## src/rmp_pkg.sv

```systemverilog
// shared constants for the radio module parameter register bank
package rmp_pkg;
  // register numbers (six-bit field of the control byte)
  localparam logic [5:0] REG_MODULE_TYPE_ID  = 6'h08;
  localparam logic [5:0] REG_FIRMWARE_VER    = 6'h09;
  localparam logic [5:0] REG_MIN_DATA_LEN    = 6'h0C;
  localparam logic [5:0] REG_DIP_SETTING     = 6'h10;
  localparam logic [5:0] REG_UNLOCK_CODE     = 6'h1F;
  localparam logic [5:0] REG_CHANNEL_SELECT  = 6'h20;
  localparam logic [5:0] REG_CHANNEL_ACK     = 6'h21;
  localparam logic [5:0] REG_WDOG_TIMEOUT    = 6'h26;
  localparam logic [5:0] REG_BCAST_MODE      = 6'h27;
  localparam logic [5:0] REG_SCAN_RESULT     = 6'h28;
  localparam logic [5:0] REG_NETWORK_ID      = 6'h29;
  localparam logic [5:0] REG_TX_ATTEN        = 6'h2E;
  // control / status byte fields
  localparam int CB_ACCESS_BIT = 7;
  localparam int CB_WRITE_BIT  = 6;
  localparam int CB_SCAN_BIT   = 2;
  // fixed values
  localparam logic [15:0] UNLOCK_VALUE     = 16'h1235;
  localparam logic [15:0] MIN_DATA_LEN_VAL = 16'h0098;
  localparam logic [15:0] DIP_MASTER       = 16'h414D;
  localparam logic [15:0] DIP_BCAST_SLAVE  = 16'h4253;
  localparam logic [15:0] DIP_UNKNOWN      = 16'hFFFF;
  localparam logic [7:0]  DIP_SLAVE_LOW    = 8'h53;
  localparam logic [7:0]  ASCII_ZERO       = 8'h30;
  localparam logic [15:0] BCAST_MASTER_VAL = 16'h4342;
  localparam logic [15:0] BCAST_OFF_VAL    = 16'h0000;
  // reset values of the working registers
  localparam logic [15:0] RST_CHANNEL      = 16'h0005;
  localparam logic [15:0] RST_WDOG         = 16'h0014;
  localparam logic [15:0] RST_BCAST        = 16'h0000;
  localparam logic [15:0] RST_NETID        = 16'h0000;
  localparam logic [15:0] RST_ATTEN        = 16'h0000;
  localparam logic [15:0] ATTEN_MASK       = 16'h00F8;
  localparam logic [3:0]  CHANNEL_MAX      = 4'hF;
  // watchdog tick: one step of about 20 ms
  localparam int  CLK_MHZ     = 250;
  localparam int  WDOG_STEP_MS = 20;
  localparam int  WDOG_STEP_CYC = WDOG_STEP_MS * 1000 * CLK_MHZ;
  // dip switch position codes
  typedef enum logic [3:0] {
    RMP_DIP_MASTER = 4'h0,
    RMP_DIP_BCAST  = 4'h8
  } rmp_dip_t;
endpackage

```

## src/rmp_tick.sv

```systemverilog
// divider giving a one-cycle enable pulse every period
`timescale 1ns/10ps
module rmp_tick #(
  parameter int PERIOD = 5000000
) (
  input  wire logic sys_clk,
  input  wire logic rst,
  output logic      tick
);
  logic [31:0] count;

  // free-running count, pulse on wrap
  always_ff @(posedge sys_clk) begin
    if (rst) begin
      count <= 32'h00000000;
      tick  <= 1'b0;
    end else if (count == 32'(PERIOD - 1)) begin
      count <= 32'h00000000;
      tick  <= 1'b1;
    end else begin
      count <= count + 32'h00000001;
      tick  <= 1'b0;
    end
  end
endmodule

```

## src/rmp_watchdog.sv

```systemverilog
// slave traffic watchdog counting steps of about 20 ms
`timescale 1ns/10ps
module rmp_watchdog (
  input  wire logic        sys_clk,
  input  wire logic        rst,
  input  wire logic        step,
  input  wire logic        enable,
  input  wire logic [15:0] timeout,
  input  wire logic        traffic,
  output logic             expired
);
  logic [15:0] steps;

  // restart on traffic; a zero timeout never expires
  always_ff @(posedge sys_clk) begin
    if (rst) begin
      steps   <= 16'h0000;
      expired <= 1'b0;
    end else if (!enable || timeout == 16'h0000 || traffic) begin
      steps   <= 16'h0000;
      expired <= 1'b0;
    end else if (step) begin
      if (steps + 16'h0001 >= timeout) begin
        expired <= 1'b1;
      end else begin
        steps <= steps + 16'h0001;
      end
    end
  end
endmodule

```

## src/rmp_regbank.sv

```systemverilog
// parameter register bank reached through control/status byte exchange
// Notes on behaviour
// - read-only fixed module type code
// - read-only ascii firmware version word
// - min data length: out 0, in 24
// - data length bit 7 set, compact option
// - dip reads master, broadcast slave, unknown
// - addressed slave reads ascii digit plus S
// - user writes dropped unless unlock present
// - unlocked writes go to working and nonvolatile
// - restart clears the unlock code word
// - channel accepts only 0 to 15
// - adopted channel copied to acknowledge register
// - watchdog slave only, zero disables it
// - watchdog timeout is value times 20 ms
// - broadcast mode values, ignored by slaves
// - master scan sets one bit per slave
// - network id filters received telegrams
// - attenuation takes effect after restart only
// - bits 7..6 select coarse attenuation
// - bits 5..3 select fine attenuation
// - status echoes control byte, write bit cleared
// - read returns data word, write meaningless
`timescale 1ns/10ps
module rmp_regbank #(
  parameter logic [15:0] MODULE_TYPE_CODE = 16'h00A5, // arbitrary value
  parameter logic [15:0] FIRMWARE_ASCII   = 16'h3141, // arbitrary value
  parameter int          WDOG_STEP        = rmp_pkg::WDOG_STEP_CYC
) (
  input  wire logic        sys_clk,
  input  wire logic        rst,
  input  wire logic        ctrl_valid,
  input  wire logic [7:0]  control_byte_one,
  input  wire logic [15:0] data_out_word,
  output logic [7:0]       status_byte_one,
  output logic [15:0]      data_in_word,
  input  wire logic [3:0]  dip_position,
  input  wire logic [15:0] nv_channel,
  input  wire logic [15:0] nv_wdog,
  input  wire logic [15:0] nv_bcast,
  input  wire logic [15:0] nv_atten,
  output logic             nv_write,
  output logic [5:0]       nv_addr,
  output logic [15:0]      nv_data,
  input  wire logic        channel_adopted,
  output logic [3:0]       radio_channel,
  input  wire logic        slave_found,
  input  wire logic [3:0]  slave_found_addr,
  output logic             scan_active,
  input  wire logic        rx_telegram,
  input  wire logic [7:0]  rx_network_id,
  output logic             rx_accept,
  input  wire logic        slave_traffic,
  output logic             comm_error,
  output logic             bcast_master,
  output logic [1:0]       atten_coarse,
  output logic [2:0]       atten_fine
);
  // working copies of the registers
  logic [15:0] unlock_code;
  logic [15:0] channel_sel;
  logic [15:0] channel_ack;
  logic [15:0] wdog_timeout;
  logic [15:0] bcast_mode;
  logic [15:0] scan_result;
  logic [15:0] network_id;
  logic [15:0] tx_atten;
  logic [15:0] dip_value;
  logic        loaded;

  // decoded control byte
  logic        acc;
  logic        wr;
  logic [5:0]  regnum;
  logic        wr_user;
  logic [15:0] store_data;

  // role, scan and timing helpers
  logic        unlocked;
  logic        is_master;
  logic        is_slave;
  logic        scan_hit;
  logic        scan_clear;
  wire  [15:0] found_hit;
  logic        step;
  logic        wd_expired;

  // decode the dip switch position into its ascii readback
  function automatic logic [15:0] dip_code(input logic [3:0] pos);
    if (pos == rmp_pkg::RMP_DIP_MASTER) begin
      return rmp_pkg::DIP_MASTER;
    end else if (pos == rmp_pkg::RMP_DIP_BCAST) begin
      return rmp_pkg::DIP_BCAST_SLAVE;
    end else if (pos >= 4'h1 && pos <= 4'h7) begin
      return {rmp_pkg::ASCII_ZERO | {4'h0, pos},
              rmp_pkg::DIP_SLAVE_LOW};
    end else begin
      return rmp_pkg::DIP_UNKNOWN;
    end
  endfunction

  // is this register one the controller may change
  function automatic logic user_reg(input logic [5:0] r);
    return r == rmp_pkg::REG_CHANNEL_SELECT ||
           r == rmp_pkg::REG_WDOG_TIMEOUT  ||
           r == rmp_pkg::REG_BCAST_MODE    ||
           r == rmp_pkg::REG_NETWORK_ID    ||
           r == rmp_pkg::REG_TX_ATTEN;
  endfunction

  // channel numbers above the last channel are refused
  function automatic logic chan_ok(input logic [15:0] d);
    return d <= {12'h000, rmp_pkg::CHANNEL_MAX};
  endfunction

  // in register mode bit 2 is part of the register number, so the
  // scan request only counts in plain process data cycles
  function automatic logic scan_req(input logic       valid,
                                    input logic [7:0] cb);
    return valid && !cb[rmp_pkg::CB_ACCESS_BIT]
           && cb[rmp_pkg::CB_SCAN_BIT];
  endfunction

  assign acc       = ctrl_valid
                     && control_byte_one[rmp_pkg::CB_ACCESS_BIT];
  assign wr        = control_byte_one[rmp_pkg::CB_WRITE_BIT];
  assign regnum    = control_byte_one[5:0];
  assign unlocked  = unlock_code == rmp_pkg::UNLOCK_VALUE;
  assign dip_value = dip_code(dip_position);
  assign is_master = dip_value == rmp_pkg::DIP_MASTER;
  assign is_slave  = !is_master && dip_value != rmp_pkg::DIP_UNKNOWN;
  assign wr_user   = acc && wr && unlocked;
  assign scan_hit  = is_master
                     && scan_req(ctrl_valid, control_byte_one);
  assign scan_clear = scan_hit && !scan_active;

  // one set line per slave address in the scan map
  for (genvar i = 0; i < 16; i++) begin : g_found
    assign found_hit[i] = scan_active && slave_found
                          && slave_found_addr == 4'(i);
  end

  // storage sees the attenuation mask like the working register; the network id is stored with its upper byte
  always_comb begin
    store_data = data_out_word;
    if (regnum == rmp_pkg::REG_TX_ATTEN) begin
      store_data = data_out_word & rmp_pkg::ATTEN_MASK;
    end
  end

  // code word: always writable, cleared on every restart
  // any value but the unlock code locks the user registers again
  always_ff @(posedge sys_clk) begin
    if (rst) begin
      unlock_code <= 16'h0000;
    end else if (acc && wr && regnum == rmp_pkg::REG_UNLOCK_CODE) begin
      unlock_code <= data_out_word;
    end
  end

  // user registers: all but the network id restored from storage once, then guarded by unlock
  always_ff @(posedge sys_clk) begin
    if (rst) begin
      loaded       <= 1'b0;
      channel_sel  <= rmp_pkg::RST_CHANNEL;
      wdog_timeout <= rmp_pkg::RST_WDOG;
      bcast_mode   <= rmp_pkg::RST_BCAST;
      network_id   <= rmp_pkg::RST_NETID;
      tx_atten     <= rmp_pkg::RST_ATTEN;
    end else if (!loaded) begin
      // stored values are taken after release, never under reset
      loaded       <= 1'b1;
      channel_sel  <= {12'h000, nv_channel[3:0]};
      wdog_timeout <= nv_wdog;
      bcast_mode   <= nv_bcast;
      tx_atten     <= nv_atten & rmp_pkg::ATTEN_MASK;
    end else if (wr_user) begin
      unique case (regnum)
        rmp_pkg::REG_CHANNEL_SELECT: begin
          if (chan_ok(data_out_word)) begin
            channel_sel <= data_out_word;
          end
        end
        // zero is legal here and switches the watchdog off
        rmp_pkg::REG_WDOG_TIMEOUT: wdog_timeout <= data_out_word;
        // kept as written; only the exact code selects broadcast
        rmp_pkg::REG_BCAST_MODE:   bcast_mode <= data_out_word;
        // only eight bits exist, the upper byte reads zero
        rmp_pkg::REG_NETWORK_ID:
          network_id <= {8'h00, data_out_word[7:0]};
        rmp_pkg::REG_TX_ATTEN:
          tx_atten <= data_out_word & rmp_pkg::ATTEN_MASK;
        default: ;
      endcase
    end
  end

  // mirror unlocked user writes into nonvolatile storage
  always_ff @(posedge sys_clk) begin
    if (rst) begin
      nv_write <= 1'b0;
      nv_addr  <= 6'h00;
      nv_data  <= 16'h0000;
    end else begin
      // a refused channel number must not reach storage either
      nv_write <= loaded && wr_user && user_reg(regnum)
                  && (regnum != rmp_pkg::REG_CHANNEL_SELECT
                      || chan_ok(data_out_word));
      // address and data follow every cycle; only the strobe matters
      nv_addr  <= regnum;
      nv_data  <= store_data;
    end
  end

  // radio side picks up the channel; ack follows only on adoption
  // ack lags until the radio reports the switch, which the host polls
  always_ff @(posedge sys_clk) begin
    if (rst) begin
      radio_channel <= 4'h0;
      channel_ack   <= 16'h0000;
    end else begin
      radio_channel <= channel_sel[3:0];
      if (channel_adopted) begin
        channel_ack <= {12'h000, radio_channel};
      end
    end
  end

  // attenuation sampled once after restart, later writes wait
  // later writes reach tx_atten and storage; the outputs stay until restart
  always_ff @(posedge sys_clk) begin
    if (rst) begin
      atten_coarse <= 2'b00;
      atten_fine   <= 3'b000;
    end else if (!loaded) begin
      atten_coarse <= nv_atten[7:6];
      atten_fine   <= nv_atten[5:3];
    end
  end

  // broadcast master only when dip says master
  // the switch sets the role; the register cannot turn a slave
  always_ff @(posedge sys_clk) begin
    if (rst) begin
      bcast_master <= 1'b0;
    end else begin
      bcast_master <= is_master
                      && bcast_mode == rmp_pkg::BCAST_MASTER_VAL;
    end
  end

  // scan: request restarts the map, found slaves accumulate
  // clear needs scan_active low and a set needs it high, so never both
  always_ff @(posedge sys_clk) begin
    if (rst) begin
      scan_active <= 1'b0;
      scan_result <= 16'h0000;
    end else begin
      scan_active <= scan_hit;
      if (scan_clear) begin
        scan_result <= 16'h0000;
      end else begin
        scan_result <= scan_result | found_hit;
      end
    end
  end

  // only telegrams from our own network pass
  // the filter uses the working id, so a new id acts at once
  always_ff @(posedge sys_clk) begin
    if (rst) begin
      rx_accept <= 1'b0;
    end else begin
      rx_accept <= rx_telegram
                   && rx_network_id == network_id[7:0];
    end
  end

  // the divider free-runs, so the first step after traffic may come
  // early; the timeout is only good to one step
  rmp_tick #(
    .PERIOD (WDOG_STEP)
  ) u_tick (
    .sys_clk (sys_clk),
    .rst     (rst),
    .tick    (step)
  );

  // watchdog runs only for slave positions of the switch
  rmp_watchdog u_wdog (
    .sys_clk (sys_clk),
    .rst     (rst),
    .step    (step),
    .enable  (is_slave),
    .timeout (wdog_timeout),
    .traffic (slave_traffic),
    .expired (wd_expired)
  );

  // error flag follows the watchdog
  // one more flop keeps the output straight from a register
  always_ff @(posedge sys_clk) begin
    if (rst) begin
      comm_error <= 1'b0;
    end else begin
      comm_error <= wd_expired;
    end
  end

  // answer: echo with write bit cleared, read data muxed
  always_ff @(posedge sys_clk) begin
    if (rst) begin
      status_byte_one <= 8'h00;
      data_in_word    <= 16'h0000;
    end else if (acc) begin
      status_byte_one <= {1'b1, 1'b0, regnum};
      // after a write the old word stays; it carries no meaning
      if (!wr) begin
        unique case (regnum)
          rmp_pkg::REG_MODULE_TYPE_ID:
            data_in_word <= MODULE_TYPE_CODE;
          rmp_pkg::REG_FIRMWARE_VER:
            data_in_word <= FIRMWARE_ASCII;
          rmp_pkg::REG_MIN_DATA_LEN:
            data_in_word <= rmp_pkg::MIN_DATA_LEN_VAL;
          rmp_pkg::REG_DIP_SETTING:    data_in_word <= dip_value;
          rmp_pkg::REG_UNLOCK_CODE:    data_in_word <= unlock_code;
          rmp_pkg::REG_CHANNEL_SELECT: data_in_word <= channel_sel;
          rmp_pkg::REG_CHANNEL_ACK:    data_in_word <= channel_ack;
          rmp_pkg::REG_WDOG_TIMEOUT:   data_in_word <= wdog_timeout;
          rmp_pkg::REG_BCAST_MODE:     data_in_word <= bcast_mode;
          rmp_pkg::REG_SCAN_RESULT:    data_in_word <= scan_result;
          rmp_pkg::REG_NETWORK_ID:     data_in_word <= network_id;
          rmp_pkg::REG_TX_ATTEN:       data_in_word <= tx_atten;
          default:                     data_in_word <= 16'h0000;
        endcase
      end
    end else begin
      status_byte_one <= 8'h00; // process data mode, no receipt
    end
  end
endmodule

```

## config.mk

```make
export PLATFORM = sky130hd
export DESIGN_NAME = rmp_regbank
export DESIGN_NICKNAME = d
export VERILOG_FILES = /design/src/rmp_pkg.sv /design/src/rmp_tick.sv /design/src/rmp_watchdog.sv /design/src/rmp_regbank.sv
export SDC_FILE = /design/constraint.sdc
export NUM_CORES = 1
export LEC_CHECK = 0
export BUFFER_PORTS_ARGS = -buffer_cell sky130_fd_sc_hd__buf_2
export CAP_MARGIN = 5
export CORE_ASPECT_RATIO = 2
export CORE_MARGIN = 4
export CORE_UTILIZATION = 25
export CTS_BUF_LIST = sky130_fd_sc_hd__clkbuf_16
export CTS_CLUSTER_DIAMETER = 60
export CTS_CLUSTER_SIZE = 24
export DETAILED_ROUTE_END_ITERATION = 8
export GPL_ROUTABILITY_DRIVEN = 1
export SLEW_MARGIN = 10
export SYNTH_ARGS = -nofsm -noshare
export SYNTH_HDL_FRONTEND = slang
export SYNTH_SLANG_ARGS = --single-unit
```

## constraint.sdc

```tcl
create_clock -name sys_clk -period 4.9 [get_ports sys_clk]
set_input_delay 0.245 -clock sys_clk [delete_from_list [all_inputs] [get_ports sys_clk]]
set_output_delay 0.245 -clock sys_clk [all_outputs]
set_load 0.05 [all_outputs]
```

==> summary.txt <==
Drt
  – DRC violations left: 0
  – Vias after detailed routing: 8258
  – Number of optimization iterations in the first detailed-route pass: 7
  – Avg WL per Cell: 20.1 um
  – Via density per instance: about 5
  – Sum of routed wire length over all layers: about 33 mm
  – Post-detailed-route count of antenna-violating nets: 0
  – Initial detailed-routing violation count: approximately 550

Synth
  – Flip-flop and latch count after synthesis: 207
  – Synth warnings: 0
  – Fraction of registers with async set or reset after synthesis: 0
  – Fraction of post-synthesis cell area in the top cell type by area: 0.442
  – Number of synthesized flops with an enable pin: 0
  – Mux cell area share after synthesis: 0.0769
  – Largest family of logic cells by synthesized area: simple AND/OR/NAND/NOR gates
  – Register area share after synthesis: 0.442
  – Syn Inst Count: 1035
  – Number of nets in the synthesized netlist: 1164
  – Synth Area in Simple Gates: 0.234
  – Cell type contributing the most total cell area after synthesis: sky130_fd_sc_hd__dfxtp_1
  – Synth Flop Type: sky130_fd_sc_hd__dfxtp_1
  – Leading post-synthesis cells by cell area: sky130_fd_sc_hd__dfxtp_1, sky130_fd_sc_hd__mux2i_1, sky130_fd_sc_hd__nor2_1, sky130_fd_sc_hd__a211oi_1, sky130_fd_sc_hd__xor2_1
  – Post-Synthesis Mean Instance Area: 9.05 um^2
  – Number of unique standard cell types used by synthesis: 61
  – Xor/xnor share of the synthesized area: 0.0505
  – Combined area of all synthesized cells: ~0.0094 mm^2
  – Post-Synth Adder-Cell Area: 0.0240
  – Compound-cell area share of the yosys netlist: 0.133

Placed design
  – Worst-case setup slack after placement: 1.10 ns
  – Number of port buffers: 146
  – Global placer's final weighted congestion: 0.945
  – Placed cells: 1596
  – Placed cell area: ~0.011 mm^2
  – DP Wirelength: 25.2 mm

Power
  – Leakage power: between 4 and 5 nW
  – Final Power: about 3.4 mW
  – Pwr/cell area: 304 mW/mm^2
  – Maximum resistive drop on vdd: approximately 0.21 mV

Floorplanning
  – Overall die width: between 100 and 150 um
  – Chip height: 282 um
  – Starting density of the core: 0.252
  – DIE AREA: 0.0408 mm^2
  – Number of I/O pins: 171
  – Number of standard-cell rows in the floorplan: 100
  – Core area: 0.0372 mm^2

Clock network
  – CTS Root Buffer Type: sky130_fd_sc_hd__clkbuf_16
  – Number of sinks on the clock net: 207
  – H-tree lvl count: 1
  – Clock transition time at the flip-flop clock pins of the worst setup and hold paths: 0.09 ns
  – TritonCTS Buffers: 14
  – Clock network latency to the later pin of the worst-skew pair: 0.50 ns
  – TritonCTS clock tree: yes
  – Clock buffer depth: 3
  – Post-CTS Setup Repair Bufs: 0

Layout
  – Design area: 0.0111 mm^2
  – Layout cell share with drive strength beyond 1: 0.171
  – Net count reported at finish: 1290
  – Number of non-filler instances in the completed layout: 1627
  – Area grow syn2layout: 18.3%
  – Antenna diode count: 0
  – Highest-count cells in the layout ignoring fill and taps: sky130_fd_sc_hd__dfxtp_1, sky130_fd_sc_hd__nor2_1, sky130_fd_sc_hd__buf_2
  – Most frequent standard cell in the layout excluding fill and tap cells: sky130_fd_sc_hd__dfxtp_1

Timing
  – Worst Setup Slack, final: about 1.1 ns
  – Unrepaired setup endpoints after global routing: false
  – Final worst path period share: 0.779
  – Accumulated negative setup slack: 0 ns
  – Highest clock frequency the design can meet: 262 MHz
  – Final setup vio count: 0
  – Final Hold Viols: 0
  – Skew final: 0.0153 ns
  – Worst Tran Pin Value: 1.16 ns
  – Final period demand of the worst path: 3.82 ns
  – Max-slew violation count: 0
  – Worst slew margin relative to its limit: 0.226

Global route
  – GR Overflow Total: 0
  – Via count of the first global-routing pass: 8198
  – Number of antenna violations at the first check in global routing: 0
  – Overall track demand over capacity in global routing: 0.156
  – Global-route wire length before repair: a little under 50 mm
  – Pin count of the biggest net entering global routing: 65

Run status
  – Outcome: complete, no violations

Critical path
  – Largest fanout on the critical path: 33
  – Arrival @ worst endpoint: 4.22 ns
  – Type of the setup path with the least slack: reg -> reg
  – Category of the worst setup path launch point: flip-flop
  – Endpoint type of the worst setup path: flip-flop
  – Worst endpoint required time: 5.31 ns

Min path
  – Hold Path Class: in -> reg

Job
  – Max cap viols: 0
sequential cells by signal (all words and copies together) (netlist names), 6 cells and up:
signal and count:
status_byte_one 7, unlock_code 16, network_id 8, nv_addr 6, nv_data 16, data_in_word 16, scan_result 16, bcast_mode 16
wdog_timeout 16, channel_sel 16, u_tick.count 32, u_wdog.steps 16
logic make-up after synthesis:
kind of cell,Yosys count
other,1
flip-flops,207
buffers and inverters,84
adder cells (fa/ha/maj),18
multiplexers,72
XOR/XNOR,54
AO/OA/AOI/OAI,179
AND/OR/NAND/NOR,420
report_power, final:
part           internal, mW  total (mW)  switching, mW
registers              1.72        1.77         0.0448
logic                 0.102       0.319          0.217
clock network         0.614        1.28          0.663
total                  2.44        3.37          0.925
layout make-up:
| type | count | area, um^2 |
|---|---|---|
| clock buffer | 16 | 400 |
| clock inverter | 7 | 71.3 |
| fill | 3875 | 26100 |
| inverter | 26 | 97.6 |
| multi-input combinational | 744 | 4880 |
| sequential | 207 | 4150 |
| tap | 459 | 574 |
| timing repair buffer | 168 | 918 |
what timing repair did:
action                                 CTS  global route
endpoints found under the hold margin    8             0
resized for setup                        0             0
hold buffers                             8             0
metrics by stage:
step,hold WS [ns],utilization
2_1_floorplan,0.367,-
3_3_place_gp,0.435,0.283
3_5_place_dp,0.444,0.283
4_1_cts,0.00139,0.298
5_1_grt,0.0169,0.298
6_report,0.0154,0.298
path summary, 6_finish.rpt:
path	cells past startpoint	from	slack, ns	endpoint
worst min register to register	2	data_in_word[6]	0.47	data_in_word[6]
worst max register to register	12	u_wdog.steps[0]	1.08	u_wdog.expired
worst max-delay path	12	u_wdog.steps[0]	1.08	u_wdog.expired
worst min-delay path	3	nv_atten[7]	0.02	atten_coarse[1]
routing by layer:
| layer | global-route usage | routed length, um |
|---|---|---|
| met5 | 0 | 0 |
| met2 | 0.285 | 17200 |
| met1 | 0.164 | 11800 |
| met4 | 0.0977 | 2130 |
| met3 | 0.0210 | 1530 |
cells in the mapped netlist, types with 7 or more instances:
cell type and instances:
sky130_fd_sc_hd__a211oi_1 41, sky130_fd_sc_hd__a21oi_1 39, sky130_fd_sc_hd__a221oi_1 7, sky130_fd_sc_hd__a222oi_1 11
sky130_fd_sc_hd__a22oi_1 19, sky130_fd_sc_hd__a31oi_1 7, sky130_fd_sc_hd__and2_1 29, sky130_fd_sc_hd__and3_1 18
sky130_fd_sc_hd__buf_2 7, sky130_fd_sc_hd__clkbuf_1 40, sky130_fd_sc_hd__dfxtp_1 207, sky130_fd_sc_hd__ha_1 18
sky130_fd_sc_hd__inv_1 26, sky130_fd_sc_hd__mux2i_1 72, sky130_fd_sc_hd__nand2_1 54, sky130_fd_sc_hd__nand2b_1 8
sky130_fd_sc_hd__nand3_1 30, sky130_fd_sc_hd__nand4_1 19, sky130_fd_sc_hd__nor2_1 150, sky130_fd_sc_hd__nor2b_1 18
sky130_fd_sc_hd__nor3_1 16, sky130_fd_sc_hd__nor4_1 15, sky130_fd_sc_hd__nor4b_1 9, sky130_fd_sc_hd__o21ai_0 20
sky130_fd_sc_hd__o31ai_1 15, sky130_fd_sc_hd__or4_1 14, sky130_fd_sc_hd__xnor2_1 25, sky130_fd_sc_hd__xor2_1 29
critical path, stage by stage (launching register included):
cell and delay [ns]:
sky130_fd_sc_hd__dfxtp_1 0.43, sky130_fd_sc_hd__ha_1 0.24, sky130_fd_sc_hd__nand3_1 0.16, sky130_fd_sc_hd__nor2_1 0.30
sky130_fd_sc_hd__and3_1 0.27, sky130_fd_sc_hd__nand3_1 0.15, sky130_fd_sc_hd__xnor2_1 0.17, sky130_fd_sc_hd__ha_1 0.29
sky130_fd_sc_hd__nand4_1 0.14, sky130_fd_sc_hd__nor4_1 0.30, sky130_fd_sc_hd__a22o_1 0.87, sky130_fd_sc_hd__o21ai_0 0.24
sky130_fd_sc_hd__a21oi_1 0.17
(Power assumes the default switching activity.)
